$ cat src/rtl/crmv_pkg.sv
package crmv_pkg;

  // register map
  localparam logic [7:0] ADDR_CODE_SELECT = 8'h32;
  localparam logic [7:0] ADDR_STATE_CONTROL = 8'h35;
  localparam logic [7:0] RST_CODE_SELECT = 8'h7F;
  localparam logic [7:0] RST_STATE_CONTROL = 8'h24;

  // field positions
  localparam int STATE_LSB = 0;
  localparam int EXIT_LSB = 3;
  localparam int SOURCE_BIT = 7;
  localparam int CODE_LSB = 0;
  localparam logic [7:0] STATE_CONTROL_MASK = 8'h3F;

  // state field encodings
  localparam logic [2:0] STATE_OFF = 3'h4;
  localparam logic [2:0] STATE_PFM = 3'h5;
  localparam logic [2:0] STATE_APS = 3'h6;
  localparam logic [2:0] STATE_PWM = 3'h7;

  // voltage code scaling, microvolts
  localparam logic [31:0] STEP_UV = 32'h0000_30D4;
  localparam logic [31:0] MIN_UV = 32'h0004_93E0;
  localparam logic [31:0] MAX_UV = 32'h0012_4F80;
  localparam logic [6:0] RST_PIN_CODE = 7'h7F;

  typedef enum logic [3:0] {
    MODE_OFF = 4'b0001,
    MODE_PFM = 4'b0010,
    MODE_APS = 4'b0100,
    MODE_PWM = 4'b1000
  } crmv_mode_e;

  typedef struct packed {
    logic [7:0] addr;
    logic wr;
    logic rd;
    logic [7:0] wdata;
  } crmv_regreq_s;

endpackage

$ cat src/rtl/crmv_code_select.sv
module crmv_code_select (
  // clock and reset
  input wire logic clk,
  input wire logic sys_rst,
  // shared code pins
  input wire logic [6:0] voltage_code_pins,
  input wire logic code_latch_enable,
  // register side
  input wire logic code_source_override,
  input wire logic [6:0] host_voltage_code,
  // result
  output logic [6:0] active_code,
  output logic [31:0] target_uv
);

  logic [6:0] pin_code_q;
  logic [6:0] pin_code_d;
  logic [6:0] active_code_d;

  function automatic logic [31:0] code_to_uv(input logic [6:0] code);
    logic [31:0] uv;
    uv = crmv_pkg::MIN_UV + crmv_pkg::STEP_UV * {25'h000_0000, code};
    if (uv > crmv_pkg::MAX_UV)
    begin
      uv = crmv_pkg::MAX_UV;
    end
    return uv;
  endfunction

  // only this rail's enable captures the shared pins
  assign pin_code_d = code_latch_enable ? voltage_code_pins : pin_code_q; // [RQ9]
  assign active_code_d = code_source_override ? host_voltage_code : pin_code_q; // [RQ5]

  always_ff @(posedge clk)
  begin
    if (sys_rst)
    begin
      pin_code_q <= crmv_pkg::RST_PIN_CODE;
    end
    else
    begin
      pin_code_q <= pin_code_d;
    end
  end

  always_ff @(posedge clk)
  begin
    if (sys_rst)
    begin
      active_code <= crmv_pkg::RST_PIN_CODE;
      target_uv <= crmv_pkg::MAX_UV;
    end
    else
    begin
      active_code <= active_code_d;
      target_uv <= code_to_uv(active_code_d); // [RQ10]
    end
  end
endmodule // crmv_code_select

$ cat src/rtl/crmv_rail_control.sv
// What this block does
// [RQ1] State field codes 4..7 select off, PFM, pulse skipping, PWM; 0..3 reserved.
// [RQ2] Standby-exit pin copies exit field into state; exit codes 0..3 leave it alone.
// [RQ3] Host programs the exit field after power-up before relying on it.
// [RQ4] Code register holds a 7-bit host voltage code, same encoding as pins.
// [RQ5] Code register bit 7 picks pins (0) or register code field (1).
// [RQ6] State control register at 0x35, read/write, resets to 0x24.
// [RQ7] Code select register at 0x32, read/write, resets to 0x7F.
// [RQ8] Exit field is bits 5:3; bits 7:6 read zero, ignore writes.
// [RQ9] Code pins shared with another rail; own latch enable captures them.
// [RQ10] Each code step is 12.5 mV from 0.3 V up to 1.2 V.
// [RQ11] Output discharge is on whenever the rail is off.
// [RQ12] Overcurrent limits current per cycle, raises fault flag and fault interrupt.
module crmv_rail_control (
  // clock and reset
  input wire logic clk,
  input wire logic sys_rst,
  // register access from the serial interface
  input wire crmv_pkg::crmv_regreq_s reg_req,
  output logic [7:0] reg_rdata,
  output logic reg_rvalid,
  // pins
  input wire logic [6:0] voltage_code_pins,
  input wire logic code_latch_enable,
  input wire logic standby_exit_pin,
  // analog side
  input wire logic overcurrent_detect,
  output crmv_pkg::crmv_mode_e rail_mode,
  output logic discharge_en,
  output logic current_limit_en,
  output logic [6:0] active_code,
  output logic [31:0] target_uv,
  // fault reporting
  output logic core_overcurrent_flag,
  output logic regulator_fault_irq
);

  logic [7:0] state_control_q;
  logic [7:0] state_control_d;
  logic [7:0] code_select_q;
  logic [7:0] code_select_d;
  logic exit_pin_q;
  logic exit_event;
  logic [2:0] exit_field;
  logic wr_state;
  logic wr_code;
  crmv_pkg::crmv_mode_e mode_d;

  function automatic crmv_pkg::crmv_mode_e decode_state(input logic [2:0] code);
    crmv_pkg::crmv_mode_e m;
    case (code)
      crmv_pkg::STATE_PFM: m = crmv_pkg::MODE_PFM;
      crmv_pkg::STATE_APS: m = crmv_pkg::MODE_APS;
      crmv_pkg::STATE_PWM: m = crmv_pkg::MODE_PWM;
      default: m = crmv_pkg::MODE_OFF;
    endcase
    return m;
  endfunction

  function automatic logic is_valid_state(input logic [2:0] code);
    return code[2];
  endfunction

  assign wr_state = reg_req.wr && (reg_req.addr == crmv_pkg::ADDR_STATE_CONTROL);
  assign wr_code = reg_req.wr && (reg_req.addr == crmv_pkg::ADDR_CODE_SELECT);
  assign exit_field = state_control_q[crmv_pkg::EXIT_LSB +: 3];
  assign exit_event = standby_exit_pin && !exit_pin_q;

  // exit copy overrides a same-cycle host write of the state field
  always_comb
  begin
    state_control_d = state_control_q;
    if (wr_state)
    begin
      state_control_d = reg_req.wdata & crmv_pkg::STATE_CONTROL_MASK; // [RQ8]
    end
    if (exit_event && is_valid_state(exit_field))
    begin
      state_control_d[crmv_pkg::STATE_LSB +: 3] = exit_field; // [RQ2]
    end
  end

  assign code_select_d = wr_code ? reg_req.wdata : code_select_q; // [RQ4]

  always_ff @(posedge clk)
  begin
    if (sys_rst)
    begin
      state_control_q <= crmv_pkg::RST_STATE_CONTROL; // [RQ6]
    end
    else
    begin
      state_control_q <= state_control_d;
    end
  end

  always_ff @(posedge clk)
  begin
    if (sys_rst)
    begin
      code_select_q <= crmv_pkg::RST_CODE_SELECT; // [RQ7]
    end
    else
    begin
      code_select_q <= code_select_d;
    end
  end

  always_ff @(posedge clk)
  begin
    if (sys_rst)
    begin
      exit_pin_q <= 1'b0;
    end
    else
    begin
      exit_pin_q <= standby_exit_pin;
    end
  end

  // read port, one cycle after the strobe
  always_ff @(posedge clk)
  begin
    if (sys_rst)
    begin
      reg_rdata <= 8'h00;
      reg_rvalid <= 1'b0;
    end
    else
    begin
      reg_rvalid <= reg_req.rd;
      if (reg_req.rd)
      begin
        case (reg_req.addr)
          crmv_pkg::ADDR_STATE_CONTROL: reg_rdata <= state_control_q; // [RQ6]
          crmv_pkg::ADDR_CODE_SELECT: reg_rdata <= code_select_q; // [RQ7]
          default: reg_rdata <= 8'h00;
        endcase
      end
    end
  end

  assign mode_d = decode_state(state_control_q[crmv_pkg::STATE_LSB +: 3]); // [RQ1]

  always_ff @(posedge clk)
  begin
    if (sys_rst)
    begin
      rail_mode <= crmv_pkg::MODE_OFF;
      discharge_en <= 1'b1;
    end
    else
    begin
      rail_mode <= mode_d; // [RQ1]
      discharge_en <= (mode_d == crmv_pkg::MODE_OFF); // [RQ11]
    end
  end

  always_ff @(posedge clk)
  begin
    if (sys_rst)
    begin
      current_limit_en <= 1'b0;
      core_overcurrent_flag <= 1'b0;
      regulator_fault_irq <= 1'b0;
    end
    else
    begin
      current_limit_en <= overcurrent_detect; // [RQ12]
      core_overcurrent_flag <= overcurrent_detect; // [RQ12]
      regulator_fault_irq <= overcurrent_detect; // [RQ12]
    end
  end

  crmv_code_select u_code_select (
    .clk(clk),
    .sys_rst(sys_rst),
    .voltage_code_pins(voltage_code_pins),
    .code_latch_enable(code_latch_enable),
    .code_source_override(code_select_q[crmv_pkg::SOURCE_BIT]),
    .host_voltage_code(code_select_q[crmv_pkg::CODE_LSB +: 7]),
    .active_code(active_code),
    .target_uv(target_uv)
  );
endmodule // crmv_rail_control

$ cat config.mk
export PLATFORM = sky130hd
export DESIGN_NAME = crmv_rail_control
export DESIGN_NICKNAME = d
export VERILOG_FILES = /design/src/rtl/crmv_pkg.sv /design/src/rtl/crmv_code_select.sv /design/src/rtl/crmv_rail_control.sv
export SDC_FILE = /design/constraint.sdc
export NUM_CORES = 1
export LEC_CHECK = 0
export ABC_AREA = 1
export BUFFER_PORTS_ARGS = -buffer_cell sky130_fd_sc_hd__buf_2
export CAP_MARGIN = 30
export CORE_ASPECT_RATIO = 1.5
export CORE_MARGIN = 4
export CORE_UTILIZATION = 50
export DETAILED_ROUTE_END_ITERATION = 16
export PLACE_DENSITY_LB_ADDON = 0.3
export REMOVE_ABC_BUFFERS = 1
export SYNTH_ARGS = -nofsm -noshare
export SYNTH_HDL_FRONTEND = slang
export SYNTH_SLANG_ARGS = --single-unit
$ cat constraint.sdc
create_clock -name clk -period 8.9 [get_ports clk]
set_input_delay 0.445 -clock clk [delete_from_list [all_inputs] [get_ports clk]]
set_output_delay 0.445 -clock clk [all_outputs]
set_load 0.05 [all_outputs]
==> run metrics, run 1 <==
number of global-route vias before repair 3842; R2R Path Start code_select_q[7]; pre-CTS WS 3892 ps; Ports 86; IO Port Bufs 73; clock buffer depth 2; design area 5075 sq um; Post-Layout Cell Count 800; class of the worst hold path input port to flip-flop; TritonCTS Buffers 9; Worst-path clk slew 50 ps; GRT Util Overall 20.12%; Overall Power 1.992 mW; sequential share of power 16.4%; # placed instances 784; Iter 0 DRT Violations 221; HPWL after DPL 8.260 mm; # resized after CTS 0; routed vias/inst 4.984; VDD IR max 206.9 uV; Post-CTS Setup Bufs 0; gpl congestion 0.9053; DRC viols 0; Final Cycle Share 56.09%; Cell Area, Synth 4323 sq um; cts hold-fix bufs 0; status completed; crit start category flip-flop; slowest stage delay, CP 490 ps; final hold vios 0; area grow syn2layout 17.40%; f_max 200.3 MHz; total net switching power 0.9922 mW; GR Overflow Total 0; count of cell types in the netlist 31; slack of the critical path 3908 ps; die width 83.92 um; Worst-Margin Slew 859.1 ps; internal power 0.9997 mW; Initial Util 51.38%; total number of vias 3987; critical-path maximum fanout 11; Leakage 2.824 nW; Data arrival, critical path 5200 ps; Worst Hold End u_code_select.pin_code_q[6]; Sw Ratio 49.81%; Final Util 60.32%; hold path depth 3; Gate power share 62.7%; largest net degree at the start of global routing 31; unrepaired setup endpoints after global routing no; Inserted Diodes 0; Mapped Cells 615; CP required 9100 ps; critical path class flip-flop to flip-flop; CTS sink cnt 64; R2R Setup Slk 3910 ps; drt pass-1 iters 4; Reg2Reg Capture Point u_code_select.target_uv[2]; Max-cap violations 0; clock network power share 20.9%; cells on worst reg2reg path 27; critical path's slowest cell fa_1; commonest non-fill, non-tap cells in the layout nand2_1 (178), inv_1 (95), buf_2 (73), dfxtp_1 (64), nand3_1 (57); die area 10230 sq um; Synth Area per Inst 7.029 sq um; worst clock skew 6.822 ps; Slew HR 42.66%; Crit. End Element flip-flop; CTS tree yes; cell mode on critical path nand2_2; initial antenna violation count 0; H-tree depth 3; Placeable Area 8413 sq um; Fin Hold WS 319.8 ps; ANT nets after route 0; Final nets 776; layout cell share with drive strength beyond 1 18.18%; YS warnings 0; Die Y-Extent 121.9 um; TNS Setup 0 ps; drt total wl 10.16 mm; Root Driver clkbuf_16; Rows 41; post-route minimum period 4992 ps; Min-Delay Startpoint voltage_code_pins[6]; max-slew violations 0; setup-violating endpoint count in the final report 0; Post-DP Area 4721 sq um; commonest non-fill, non-tap cell in the layout nand2_1; first-pass GRT wire length 16.49 mm; PD cells 392.5 nW/um^2; Routed WL per cell 12.70 um; sequential area share after synthesis 29.64%; synthesized flop and latch total 64; Clock Latency Late Sink 330 ps
==> worst max path at each step <==
stage / startpoint / end / slack, ps
detailed placement: code_select_q[7] / u_code_select.target_uv[2] / 3890
CTS: code_select_q[7] / u_code_select.target_uv[2] / 3910
finish: code_select_q[7] / u_code_select.target_uv[2] / 3910
global route: code_select_q[7] / u_code_select.target_uv[2] / 3520
floorplan: code_select_q[7] / u_code_select.target_uv[2] / 4400
global placement: code_select_q[7] / u_code_select.target_uv[2] / 4140
==> metal layers <==
metal / global-route usage, % / vias up / part of all wire [%]
met2: 39.04 / 100 / 54
met3: 3.112 / 34 / 4.0
met4: 10.46 / 0 / 3.8
met5: 0 / - / 0
li1: - / 2063 / -
met1: 20.41 / 1790 / 38
==> cell usage after synthesis, drive strengths merged <==
cell    number  area share [%]
a211oi       1            0.17
fa           7             3.2
clkbuf       8            0.69
a21oi       18             2.3
nor3         4            0.46
o21ai       13             1.5
conb         1           0.087
nor3b        1            0.17
a31oi        2            0.29
nand2      193              18
nand4        4            0.58
or2          2            0.29
nor4         2            0.29
o211ai       9             1.6
nand3       61             7.5
dfxtp       64              30
xor2         4            0.81
nor2        54             5.7
inv         95             8.2
xnor2        2            0.41
ha          51              15
buf         15             2.7
nand3b       3            0.52
o221ai       1            0.20
==> cell type report <==
| class | count | area (sq um) |
|---|---|---|
| clock buffer | 10 | 239.0 |
| clock inverter | 6 | 115.1 |
| fill | 784 | 3338 |
| inverter | 95 | 356.6 |
| multi-input combinational | 445 | 2584 |
| sequential | 64 | 1281 |
| tap | 107 | 133.9 |
| timing repair buffer | 73 | 365.4 |
==> registers in the layout (all words and copies together) (netlist names) <==
| signal | flops |
|---|---|
| regulator_fault_irq | 1 |
| u_code_select.target_uv | 20 |
| reg_rvalid | 1 |
| discharge_en | 1 |
| u_code_select.active_code | 7 |
| code_select_q | 8 |
| reg_rdata | 8 |
| exit_pin_q | 1 |
| state_control_q | 6 |
| u_code_select.pin_code_q | 7 |
| rail_mode | 4 |
==> logic make-up after synthesis <==
logic type      after synthesis  share of synthesized area [%]
simple gates                324                          33.43
buf+inv                     118                          11.64
flops                        64                          29.64
fa+ha+maj                    58                          18.00
compound gates               44                          5.991
xor+xnor                      6                          1.216
other cells                   1                        0.08675
==> power by group through the flow <==
| stage | sequential, mW | clock, mW | combinational (mW) |
|---|---|---|---|
| floorplan | 0.424 | 0 | 0.915 |
| finish | 0.327 | 0.415 | 1.25 |
| global placement | 0.333 | 0 | 1.21 |
| CTS | 0.328 | 0.420 | 1.25 |
| detailed placement | 0.334 | 0 | 1.24 |
| global route | 0.330 | 0.433 | 1.41 |
==> critical path: cells and delay by family, from the launching register on <==
family,cells,cell delay (ps)
xor+xnor,1,200
compound gates,1,140
buf+inv,3,300
fa+ha+maj,5,1960
simple gates,17,1780
flops,1,460
(Power assumes the default switching activity.)
==> run 2: changes to the inputs <==
Clock period 8.9 ns to 5.19 ns, I/O delays scaled along.
==> run metrics, run 2 (same netlist as run 1, synthesis figures left out) <==
status completed; VDD IR max 366.3 uV (+77%); pre-CTS WS 234.7 ps (-3657 ps); TNS Setup 0 ps (unchanged); Placeable Area 8413 sq um (unchanged); Leakage 2.826 nW (about the same); Final nets 778 (+0.26%); initial antenna violation count 0 (unchanged); H-tree depth 3 (unchanged); f_max 210.3 MHz (+5.0%); Gate power share 63.9% (+1.2 points); Final Cycle Share 91.63% (+36 points); post-route minimum period 4756 ps (-236.6 ps); layout cell share with drive strength beyond 1 18.56% (+0.38 points); drt total wl 10.26 mm (+0.99%); TritonCTS Buffers 9 (unchanged); clock network power share 19.5% (-1.4 points); FILL cells 814 (+3.8%); Root Driver clkbuf_16; Rows 41 (unchanged); max-slew violations 0 (unchanged); Iter 0 DRT Violations 175 (-21%); crit start category flip-flop; cell mode on critical path nand2_2; Max-cap violations 0 (unchanged); DRC viols 0 (unchanged); total net switching power 1.730 mW (+74%); Initial Util 51.38% (unchanged); commonest non-fill, non-tap cell in the layout nand2_1; number of flip-flops in the largest register 20 (unchanged); GRT Util Overall 20.96% (+0.85 points); Largest Register u_code_select.target_uv; Data arrival, critical path 4970 ps (-230 ps); CTS tree yes; class of the worst hold path input port to flip-flop; Routed WL per cell 12.79 um (+0.74%); ANT nets after route 0 (unchanged); commonest non-fill, non-tap cells in the layout nand2_1 (178), inv_1 (95), buf_2 (73), dfxtp_1 (63), nand3_1 (57); Slew HR 44.97% (+2.3 points); routed vias/inst 4.989 (+0.10%); Ports 86 (unchanged); Die Y-Extent 121.9 um (unchanged); total number of vias 4001 (+0.35%); first-pass GRT wire length 17.22 mm (+4.4%); setup-violating endpoint count in the final report 0 (unchanged); clock buffer depth 2 (unchanged); slack of the critical path 434.2 ps (-3473 ps); final hold vios 0 (unchanged); die area 10230 sq um (unchanged); Critical path buffers and inverters 3 (unchanged); critical-path maximum fanout 11 (unchanged); die width 83.92 um (unchanged); unrepaired setup endpoints after global routing no; drt pass-1 iters 4 (unchanged); Worst-path clk slew 60 ps (about the same); Inserted Diodes 0 (unchanged); Sw Ratio 51.01% (+1.2 points); number of global-route vias before repair 4026 (+4.8%); largest net degree at the start of global routing 31 (unchanged); HPWL after DPL 8.498 mm (+2.9%); Worst-Margin Slew 824.6 ps (-34.52 ps); Crit. End Element flip-flop; worst clock skew 10.68 ps (+3.857 ps); internal power 1.661 mW (+66%); GR Overflow Total 0 (unchanged); critical path class flip-flop to flip-flop; CP required 5400 ps (-3700 ps); delay-heaviest family, CP adder cells; CTS sink cnt 64 (unchanged); IO Port Bufs 73 (unchanged); PD cells 668.8 nW/um^2 (+70%); slowest stage delay, CP 500 ps (about the same); sequential share of power 16.6% (+0.2 points); Post-CTS Setup Bufs 0 (unchanged); Clock Latency Late Sink 330 ps (about the same); area grow syn2layout 17.28% (about the same); gpl congestion 0.8956 (-1.1%); critical path's slowest cell fa_1; Largest regs u_code_select.target_uv x20, code_select_q x8, reg_rdata x8; Final Util 60.26% (about the same)
==> run 2: final cells by class <==
type	count	area, sq um	share of cell area, %
Timing Repair Buffer	75	380.4	7.502
Tap cell	107	133.9	2.641
Sequential cell	64	1282	25.30
Inverter	95	356.6	7.034
Multi-Input combinational cell	445	2589	51.06
Clock buffer	9	225.2	4.442
Clock inverter	7	102.6	2.024
==> run 2: metrics by stage <==
stage                     cells  power [mW]  hold WS, ps  cell area, sq um
final                       802       3.391        130.0              5070
after global placement      786       2.652        440.2              4736
after global routing        802       3.721        137.1              5070
after detailed placement    786       2.720        440.2              4736
after CTS                   802       3.391        123.5              5064
after floorplan             604       2.297        328.6              4222
==> run 2: worst paths after layout <==
path / startpoint / end / slack, ps / cells after the start
setup reg to reg: code_select_q[7] / u_code_select.target_uv[2] / 430 / 27
hold / removal: overcurrent_detect / regulator_fault_irq / 130 / 3
setup / recovery: code_select_q[7] / u_code_select.target_uv[2] / 430 / 27
hold reg to reg: state_control_q[2] / rail_mode[0] / 450 / 1
==> run 2: tightest hold or removal path, cell delays in order <==
cell	delay, ps
buf_2	70
inv_1	30
nor2_1	60
==> run 2: timing repair <==
action / 4_1_cts / 5_1_grt
gates resized for setup: 0 / 2
hold buffers: 0 / 0
endpoints found under the setup margin: 0 / 11
==> run 2: metal layers <==
metal	global-route usage [%]	up-vias	part of all wire, %
met3	3.383	37	4.1
li1	-	2062	-
met4	12.17	0	3.9
met1	20.99	1803	37
met5	0	-	0
met2	40.29	99	55
==> run 2: power by group through the flow <==
stage                     Combinational [mW]  Clock [mW]  Sequential [mW]
after floorplan                         1.57           0            0.727
after global placement                  2.08           0            0.571
after detailed placement                2.15           0            0.573
after CTS                               2.15       0.675            0.563
after global routing                    2.46       0.695            0.567
final                                   2.17       0.663            0.562
==> run 3: changes to the inputs <==
Settings changed: ABC_CLOCK_PERIOD_IN_PS from default to 5190, SYNTH_HIERARCHICAL from default to 1.
==> run metrics, run 3 <==
status completed; Largest regs u_code_select/target_uv x20, code_select_q x8, reg_rdata x8; VDD IR max 390.8 uV (+6.7%); Worst-path clk slew 60 ps (about the same); Clock Latency Late Sink 330 ps (about the same); synthesized flop and latch total 64 (unchanged); Iter 0 DRT Violations 109 (-38%); Initial Util 51.56% (+0.18 points); Critical path buffers and inverters 4 (+1); Max-cap violations 0 (unchanged); sequential area share after synthesis 27.98% (-1.7 points); # placed instances 810 (+3.1%); crit start category flip-flop; GR Overflow Total 0 (unchanged); Rows 42 (+2.4%); IO Port Bufs 73 (unchanged); initial antenna violation count 0 (unchanged); PD cells 649.3 nW/um^2 (-2.9%); worst clock skew 5.697 ps (-4.983 ps); Reg2Reg Capture Point u_code_select/target_uv[4]; Final nets 799 (+2.7%); FILL cells 825 (+1.4%); DRC viols 0 (unchanged); Min-Delay Startpoint overcurrent_detect; Synth top area share 27.98% (-1.7 points); largest cells by area after synthesis dfxtp_1 (28%), nand2_1 (15%), ha_1 (14%); Synth area leader dfxtp_1; Placeable Area 8881 sq um (+5.6%); Root Driver clkbuf_16; Synth Area per Inst 7.189 sq um (+2.3%); commonest non-fill, non-tap cells in the layout nand2_1 (179), inv_1 (83), buf_2 (73), nand3_1 (70), dfxtp_1 (63); routed vias/inst 5.023 (+0.69%); cts hold-fix bufs 0 (unchanged); YS warnings 6 (+6); gpl congestion 0.8931 (-0.28%); Fin Hold WS 127.5 ps (-2.476 ps); most frequent cell after synthesis nand2_1; first-pass GRT wire length 17.60 mm (+2.2%); R2R Path Start code_select_q[7]; Final Cycle Share 91.91% (+0.27 points); hold path depth 3 (unchanged); largest net degree at the start of global routing 18 (-42%); Routed WL per cell 12.66 um (-1.0%); CTS tree yes; cell mode on critical path ha_1; layout cell share with drive strength beyond 1 23.60% (+5.0 points); H-tree depth 3 (unchanged); cells on worst reg2reg path 25 (-7.4%); ANT nets after route 0 (unchanged); commonest non-fill, non-tap cell in the layout nand2_1; prevailing post-synth register cell dfxtp_1; slowest stage delay, CP 470 ps (-30 ps); Crit. End Element flip-flop; EDFF count, synth 0 (unchanged); critical path class flip-flop to flip-flop; R2R Setup Slk 420 ps (about the same); Largest Register u_code_select/target_uv; Worst Hold End regulator_fault_irq; delay-heaviest family, CP adder cells; max-slew violations 0 (unchanged); Data arrival, critical path 5040 ps (+70 ps); final hold vios 0 (unchanged); setup-violating endpoint count in the final report 0 (unchanged); f_max 209.6 MHz (-0.30%); Post-synth ARST share 0% (unchanged); GRT Util Overall 20.23% (-0.73 points); die width 86.14 um (+2.6%); top cells by count, synth nand2_1 (179), inv_1 (83), nand3_1 (70); Ports 86 (unchanged); critical path's slowest cell fa_1; clock buffer depth 2 (unchanged); total number of vias 4149 (+3.7%); drt pass-1 iters 4 (unchanged); Inserted Diodes 0 (unchanged); HPWL after DPL 8.622 mm (+1.5%); Die Y-Extent 125.2 um (+2.7%); Mapped Cells 637 (+3.6%); TNS Setup 0 ps (unchanged); CP required 5460 ps (+60 ps); TritonCTS Buffers 9 (unchanged); number of flip-flops in the largest register 20 (unchanged); CTS sink cnt 64 (unchanged); Leakage 2.901 nW (+2.7%); number of global-route vias before repair 4093 (+1.7%); count of cell types in the netlist 36 (+16%); class of the worst hold path input port to flip-flop; post-route minimum period 4770 ps (+14.24 ps); die area 10790 sq um (+5.4%); Cell Area, Synth 4579 sq um (+5.9%); area grow syn2layout 15.44%; drt total wl 10.45 mm (+1.9%); Post-Layout Cell Count 826 (+3.0%); unrepaired setup endpoints after global routing no; critical-path maximum fanout 10 (-1)
-- run 3: cell families after synthesis --
logic type / after synthesis / share of synthesized area [%]
compound gates: 42 / 5.874
xor+xnor: 5 / 1.120
fa+ha+maj: 58 / 16.83
buf+inv: 111 / 10.66
flops: 64 / 27.98
other cells: 1 / 0.08189
simple gates: 356 / 37.46
-- run 3: worst max path at each step --
stage	from	endpoint	slack, ps	depth (start not counted)
6_report	code_select_q[7]	u_code_select/target_uv[4]	420	25
5_1_grt	code_select_q[7]	u_code_select/target_uv[2]	110	25
4_1_cts	code_select_q[7]	u_code_select/target_uv[9]	340	24
3_5_place_dp	code_select_q[7]	u_code_select/target_uv[2]	340	23
3_3_place_gp	code_select_q[7]	u_code_select/target_uv[10]	500	25
2_1_floorplan	code_select_q[7]	u_code_select/target_uv[10]	650	24
-- run 3: metrics by stage --
step	total power, mW	utilization, %	instance area (sq um)	worst slack (ps)
after floorplan	2.404	-	4463	646.9
final	3.433	59.52	5286	420.0
after CTS	3.447	59.51	5285	336.3
after global routing	3.743	59.52	5286	111.1
after global placement	2.772	56.09	4981	500.8
after detailed placement	2.820	56.09	4981	339.9
-- run 3: final cells by class --
| class | instances | area, sq um | share of cell area (%) |
|---|---|---|---|
| Multi-Input combinational cell | 474 | 2855 | 54.01 |
| Clock buffer | 9 | 225.2 | 4.260 |
| Tap cell | 110 | 137.6 | 2.604 |
| Inverter | 87 | 326.6 | 6.178 |
| Clock inverter | 7 | 78.83 | 1.491 |
| Sequential cell | 64 | 1282 | 24.26 |
| Timing Repair Buffer | 75 | 380.4 | 7.195 |
-- run 3: where the power goes --
part	leakage (nW)	internal (mW)	total, mW	switching (mW)
logic	2.24	0.724	2.26	1.53
registers	0.527	0.554	0.568	0.0138
clock network	0.139	0.375	0.608	0.233
-- run 3: worst reg2reg max path, delay by kind of cell (launching register included) --
family / cells / cell delay (ps)
AO/OA/AOI/OAI: 3 / 550
adder cells (fa/ha/maj): 5 / 1720
buffers and inverters: 4 / 600
flip-flops: 1 / 390
AND/OR/NAND/NOR: 13 / 1440
-- run 3: repair_timing --
item                                    CTS  global route
resized for setup                         0             1
buffers inserted                          0             0
endpoints found under the setup margin    0             6
-- run 3: metal layers --
metal | wire length (um) | up-vias | global-route usage [%]
li1 | - | 2130 | -
met1 | 3764 | 1894 | 19.05
met2 | 5935 | 98 | 39.80
met3 | 396 | 27 | 3.226
met4 | 358 | 0 | 10.81
met5 | 0 | - | 0
